## config.mk

```make
export PLATFORM = sky130hd
export DESIGN_NAME = ads_diagnostic_result_select
export DESIGN_NICKNAME = d
export VERILOG_FILES = /design/src/ads_pkg.sv /design/src/ads_diagnostic_result_select.sv
export SDC_FILE = /design/constraint.sdc
export NUM_CORES = 1
export LEC_CHECK = 0
export BUFFER_PORTS_ARGS = -buffer_cell sky130_fd_sc_hd__buf_2
export CELL_PAD_IN_SITES_DETAIL_PLACEMENT = 0
export CELL_PAD_IN_SITES_GLOBAL_PLACEMENT = 2
export CORE_UTILIZATION = 34
export DETAILED_ROUTE_END_ITERATION = 10
export PLACE_DENSITY = 0.79
export SYNTH_ARGS = -nofsm -noshare
export SYNTH_HDL_FRONTEND = slang
export SYNTH_SLANG_ARGS = --single-unit
export TNS_END_PERCENT = 20
```

## constraint.sdc

```tcl
create_clock -name ref_clk -period 2.2 [get_ports ref_clk]
set_input_delay 0.11 -clock ref_clk [delete_from_list [all_inputs] [get_ports ref_clk]]
set_output_delay 0.11 -clock ref_clk [all_outputs]
set_load 0.05 [all_outputs]
```

## src/ads_pkg.sv

```systemverilog
package ads_pkg;

   // =========================================================
   // diagnostic select codes
   localparam logic [2:0]  SEL_NONE     = 3'h0;
   localparam logic [2:0]  SEL_ALTERNATE_REFERENCE   = 3'h1;
   localparam logic [2:0]  SEL_SUPPLY   = 3'h2;
   localparam logic [2:0]  SEL_AMP      = 3'h3;
   localparam logic [2:0]  SEL_ZERO     = 3'h4;
   localparam logic [2:0]  SEL_FULL     = 3'h5;
   localparam logic [2:0]  SEL_TEMP     = 3'h6;
   localparam logic [2:0]  SEL_RSVD     = 3'h7;

   // =========================================================
   // result layout and fixed codes
   localparam int          RES_W        = 16;
   localparam int          CODE_W       = 14;
   localparam int          RES_LSB      = 2;
   localparam logic [1:0]  RES_PAD      = 2'h0;
   localparam logic [15:0] RES_RESET    = 16'h0000;
   localparam logic [13:0] CODE_MID     = 14'h2000;
   localparam logic [13:0] CODE_ZERO    = 14'h0000;
   localparam logic [13:0] ALTERNATE_REFERENCE_MIN   = 14'h0FBE;
   localparam logic [13:0] ALTERNATE_REFERENCE_MAX   = 14'h100D;
   // known pattern pushed down the result path in converter test
   localparam logic [13:0] TEST_CODE    = 14'h1555;

   // =========================================================
   // types
   typedef enum logic [0:0] {ST_IDLE, ST_ACQ} ads_state_t;

   typedef struct packed {
      logic [2:0] sel;           // diagnostic_select_code
      logic       adc_test;      // converter_test_setting
      logic       host_bipolar;  // host polarity, 1 = bipolar
      logic       host_chop;     // host chopping enable
   } ads_cfg_t;

   typedef struct packed {
      logic [2:0] src;           // diagnostic source on the adc input
      logic       ref_thrm;      // thermistor bias as adc reference
      logic       amp_short;     // level-shift amplifier inputs shorted
      logic       bipolar;       // effective adc polarity
      logic       chop;          // effective chopping enable
   } ads_ana_t;

   typedef struct packed {
      logic        valid;
      logic [13:0] code;
   } ads_conv_t;

endpackage : ads_pkg

```

## src/ads_diagnostic_result_select.sv

```systemverilog
`timescale 1ns/1ps

module ads_diagnostic_result_select (
   input  wire logic             ref_clk,
   input  wire logic             resetn,
   input  wire ads_pkg::ads_cfg_t  cfg,
   input  wire logic             acq_start,
   input  wire logic             diagnostic_result_phase,
   input  wire logic             acq_done,
   input  wire ads_pkg::ads_conv_t conv,
   input  wire logic             die_temp_over,
   output ads_pkg::ads_ana_t     ana,
   output logic [15:0]           diagnostic_result,
   output logic                  die_overtemp_alert,
   output logic                  result_ready,
   output logic                  test_path_active
);
   import ads_pkg::*;

   // =========================================================
   // state
   typedef struct packed {
      ads_state_t  state;
      logic [2:0]  sel;
      logic        test;
      ads_ana_t    ana;
      logic [13:0] stage;
      logic        stage_ok;
      logic        stage_alert;
      logic [15:0] result;
      logic        alert;
      logic        done;
      logic        test_act;
   } ads_reg_t;

   ads_reg_t r_q;
   ads_reg_t r_d;
   logic     active;
   logic     in_diagnostic_result;

   // codes 0 and 7 never count as a diagnostic
   function automatic logic sel_valid(input logic [2:0] s);
      sel_valid = (s != SEL_NONE) && (s != SEL_RSVD);
   endfunction : sel_valid

   assign in_diagnostic_result = (r_q.state == ST_ACQ) && diagnostic_result_phase;
   assign active  = in_diagnostic_result && sel_valid(r_q.sel);

   // =========================================================
   // next state
   always_comb begin
      r_d      = r_q;
      r_d.done = 1'b0;
      case (r_q.state)
         ST_IDLE: begin
            // select code is frozen for the whole acquisition so a
            // host write mid-scan cannot split a diagnostic
            if (acq_start) begin
               r_d.state    = ST_ACQ;
               r_d.sel      = cfg.sel;
               r_d.test     = cfg.adc_test;
               r_d.stage_ok = 1'b0;
            end
         end
         ST_ACQ: begin
            if (acq_done) begin
               r_d.state = ST_IDLE;
               r_d.done  = 1'b1;
               if (r_q.stage_ok) begin
                  r_d.result = {r_q.stage, RES_PAD};
                  if (r_q.sel == SEL_TEMP && !r_q.test) begin
                     r_d.alert = r_q.stage_alert;
                  end
               end
            end
         end
         default: begin
            r_d.state = ST_IDLE;
         end
      endcase

      // capture the diagnostic conversion; bipolar coding of a zero
      // input as mid-scale is the converter's own, passed untouched
      if (in_diagnostic_result && conv.valid && (sel_valid(r_q.sel) || r_q.test)) begin
         r_d.stage    = r_q.test ? TEST_CODE : conv.code;
         r_d.stage_ok = 1'b1;
         if (r_q.sel == SEL_TEMP) begin
            r_d.stage_alert = die_temp_over;
         end
      end

      // analog path steering, only inside the diagnostic portion
      r_d.ana.src       = active ? r_q.sel : SEL_NONE;
      r_d.ana.ref_thrm  = active && (r_q.sel == SEL_SUPPLY);
      r_d.ana.amp_short = active && (r_q.sel == SEL_AMP);
      // outside the portion the host settings pass straight through
      r_d.ana.bipolar   = (active && (r_q.sel == SEL_AMP ||
                           r_q.sel == SEL_ZERO ||
                           r_q.sel == SEL_FULL))
                          ? 1'b1 : cfg.host_bipolar;
      r_d.ana.chop      = (active && r_q.sel == SEL_AMP)
                          ? 1'b0 : cfg.host_chop;
      r_d.test_act      = (r_d.state == ST_ACQ) && r_d.test;
   end

   // =========================================================
   // registers
   always_ff @(posedge ref_clk or negedge resetn) begin
      if (!resetn) begin
         r_q <= '{state: ST_IDLE, sel: SEL_NONE, result: RES_RESET,
                  default: '0};
      end else begin
         r_q <= r_d;
      end
   end

   // every output is a flop field
   assign ana                = r_q.ana;
   assign diagnostic_result  = r_q.result;
   assign die_overtemp_alert = r_q.alert;
   assign result_ready       = r_q.done;
   assign test_path_active   = r_q.test_act;
endmodule : ads_diagnostic_result_select

```

==> reports/summary.json <==
{
  "htreeDepth": {"value": 2},
  "synth_edf_count": {"value": 0},
  "grt_use_total": {"value": 0.143},
  "cp.required": {"value": 2.44, "unit": "ns"},
  "slew_headroom": {"value": 0.483},
  "vdd_ir_drop_max": {"value": 529, "unit": "uV"},
  "antenna_left": {"value": 0},
  "dominantRegCellSynth": {"value": "dfrtp_1"},
  "startpoint_type": {"value": "flip-flop"},
  "finalSetupViolCount": {"value": 0},
  "crit_arrival": {"value": 2.06, "unit": "ns"},
  "fp-row-count": {"value": 28},
  "routed_wire_length": {"value": 4310, "unit": "microns"},
  "gp_congestion": {"value": 0.706},
  "netlist-cell-type-count": {"value": 32},
  "antenna_cells": {"value": 0},
  "min_period_over_period": {"value": 0.829},
  "whs_path_depth": {"value": 2},
  "worst-setup-path-type": {"value": "reg2reg"},
  "layout_setup_ws": {"value": 0.376, "unit": "ns"},
  "critPathTopFamily": {"value": "simple AND/OR/NAND/NOR gates"},
  "run_status": {"value": "finished clean"},
  "cts_max_path_buffers": {"value": 2},
  "worst-path-buf-inv": {"value": 0},
  "clock_latency_on_the_worst_skew_pair": {"value": 0.30, "unit": "ns"},
  "fp.dieH": {"value": 82.1, "unit": "microns"},
  "rr_worst_depth": {"value": 3},
  "nFillCells": {"value": 602},
  "synth_top_family_by_area": {"value": "simple AND/OR/NAND/NOR gates"},
  "setup_total_negative_slack": {"value": 0, "unit": "ns"},
  "timing.critical_path.depth": {"value": 3},
  "max_slew.worst_pin.slew": {"value": 0.776, "unit": "ns"},
  "syn-mean-instance-area": {"value": 11.3, "unit": "sq um"},
  "post_synth_fa_ha_maj_area_fraction": {"value": 0},
  "place_ws": {"value": 0.338, "unit": "ns"},
  "highest_achievable_clock_rate": {"value": 548, "unit": "MHz"},
  "place.detailed.hpwl": {"value": 3010, "unit": "microns"},
  "grt_antenna_before_repair": {"value": 0},
  "cpPeakStageDelay": {"value": 0.64, "unit": "ns"},
  "grt_start_max_net_pins": {"value": 30},
  "worst_hold_path_type": {"value": "in2reg"},
  "vias_per_cell": {"value": 4.92},
  "chipWidth": {"value": 82.1, "unit": "microns"},
  "detail_route.drc_violations": {"value": 0},
  "ys_seq_area_frac": {"value": 0.516},
  "die-area": {"value": 6740, "unit": "sq um"},
  "post-route-min-period": {"value": 1.82, "unit": "ns"},
  "cell_chain_of_the_critical_path": {"value": "and3_4 > or2_0 > o221a_2"},
  "register_bit_count_reported_by_yosys": {"value": 45},
  "max_cap_viol_count": {"value": 0},
  "timing.critical_path.slowest_stage_cell": {"value": "or2_0"},
  "layout-drive-gt1-share": {"value": 0.417},
  "area_share_of_and_or_nand_nor_cells_after_synthesis": {"value": 0.167},
  "synth-compound-area-share": {"value": 0.100},
  "number_of_buffers_added_by_the_clock_tree_synthesis_step": {"value": 5},
  "cts_resized": {"value": 0},
  "yosys.area_share.xor_xnor": {"value": 0},
  "cts_tree": {"value": "done"},
  "synth_cells": {"value": 193},
  "core_area": {"value": 6060, "unit": "sq um"},
  "critPathMaxFanout": {"value": 16},
  "num_vias": {"value": 1465},
  "drt_iter0_drc": {"value": 68},
  "cts.clk_slew.worst_paths": {"value": 0.09, "unit": "ns"},
  "cell_area_after_synthesis": {"value": 2180, "unit": "sq um"},
  "start_util": {"value": 0.360},
  "clock-skew-final": {"value": 0.00630, "unit": "ns"},
  "post_layout_nets": {"value": 249},
  "power_leakage": {"value": 0.00115, "unit": "uW"},
  "timing.final.max_slew_violations": {"value": 0},
  "grt_first_pass_wirelength": {"value": 7010, "unit": "microns"},
  "io_pins": {"value": 53},
  "grt_setup_unrepaired": {"value": "false"},
  "cts.sink_count": {"value": 45},
  "hold_viol_final": {"value": 0},
  "power_density": {"value": 1330, "unit": "nW/um^2"},
  "drtPass1Iterations": {"value": 4},
  "synthToLayoutAreaGrowth": {"value": 12.6, "unit": "%"},
  "post_synth_mux_area_share": {"value": 0.0923},
  "placement.io_buffers": {"value": 50},
  "route.detailed.wl_per_inst": {"value": 14.5, "unit": "microns"},
  "yosysWarnings": {"value": 0},
  "grt-ovfl-total": {"value": 0},
  "asyncSetResetFlopFracSynth": {"value": 1.00},
  "end_kind": {"value": "flip-flop"},
  "first_global_vias": {"value": 1487},
  "clockRootBuffer": {"value": "clkbuf_8"}
}
==> registers in the layout, summed over array words and instances, names as in the netlist <==
name	count
r_q	21
diagnostic_result	14
ana	7
die_overtemp_alert	1
result_ready	1
test_path_active	1
==> layout make-up <==
class	instances	area, sq um	share of cell area
Inverter	1	3.75	0.00153
Timing Repair Buffer	59	320	0.130
Multi-Input combinational cell	110	792	0.322
Clock buffer	6	82.6	0.0336
Sequential cell	45	1130	0.458
Tap cell	75	93.8	0.0382
Clock inverter	2	37.5	0.0153
==> layer usage <==
metal | vias to the layer above | part of all wire | GRT usage
li1 | 711 | - | -
met1 | 708 | 0.45 | 0.181
met2 | 41 | 0.48 | 0.236
met3 | 5 | 0.053 | 0.0341
met4 | 0 | 0.017 | 0.0579
met5 | - | 0 | 0
==> synthesized netlist by cell type, types with 6 or more instances <==
cell type / count / area share
nor2b_1: 9 / 0.026
o21ai_0: 8 / 0.018
or3_1: 7 / 0.020
a221o_1: 7 / 0.032
nand2b_1: 8 / 0.023
nor4_1: 8 / 0.023
nand2_1: 11 / 0.019
buf_4: 23 / 0.079
dfrtp_1: 45 / 0.52
o221a_2: 7 / 0.036
mux2_2: 17 / 0.088
clkbuf_1: 6 / 0.010
nor2_1: 7 / 0.012
==> final timing paths <==
path                                       from  slack (ns)              endpoint
max                                     r_q[44]        0.38               r_q[21]
min                                      cfg[1]        0.02                ana[1]
max reg2reg                             r_q[44]        0.38               r_q[21]
min reg2reg                diagnostic_result[6]        0.51  diagnostic_result[6]
max in group asynchronous                resetn        1.21                ana[1]
min in group asynchronous                resetn        0.37  diagnostic_result[7]
==> cells in the final DEF (no fill, tap or decap), types with 2 or more instances in the layout <==
cell and n:
conb_1 2, or3_1 7, and4_1 2, nand3_1 3, and2_1 2, a221o_1 7
buf_2 50, nor4_1 8, nand2_1 11, buf_4 8, dfrtp_1 45, mux2_2 17
nor3_1 2, nor2b_1 9, o221a_2 7, nor2_1 7, nand2b_1 8, clkbuf_8 6
o21ai_0 8
==> report_power, final <==
part           internal [uW]  leakage (uW)  switching, uW
Sequential              1130      0.000556            196
Clock                    369     0.0000574            277
Combinational            472      0.000534            831
==> what timing repair did <==
item                      in CTS  in global routing
buffers inserted               0                  0
hold endpoints to repair      27                  0
hold buffers                   1                  0
==> per-stage QoR <==
| step | util | instances | cell area (sq um) | total power [uW] | hold WS (ns) |
|---|---|---|---|---|---|
| 2_1_floorplan | - | 194 | 2190 | 2550 | -0.186 |
| 3_3_place_gp | 0.384 | 289 | 2330 | 2630 | 0.184 |
| 3_5_place_dp | 0.384 | 289 | 2330 | 2650 | 0.187 |
| 5_1_grt | 0.405 | 298 | 2460 | 3470 | 0.00575 |
| 4_1_cts | 0.405 | 298 | 2460 | 3320 | 0.00775 |
| 6_report | 0.405 | 298 | 2460 | 3270 | 0.0154 |
==> cell families after synthesis <==
group / after synthesis
AO/OA/AOI/OAI: 26
buffers and inverters: 39
AND/OR/NAND/NOR: 64
flip-flops: 45
multiplexers: 18
other: 1
Note: power is estimated with default switching activity, not from simulation.
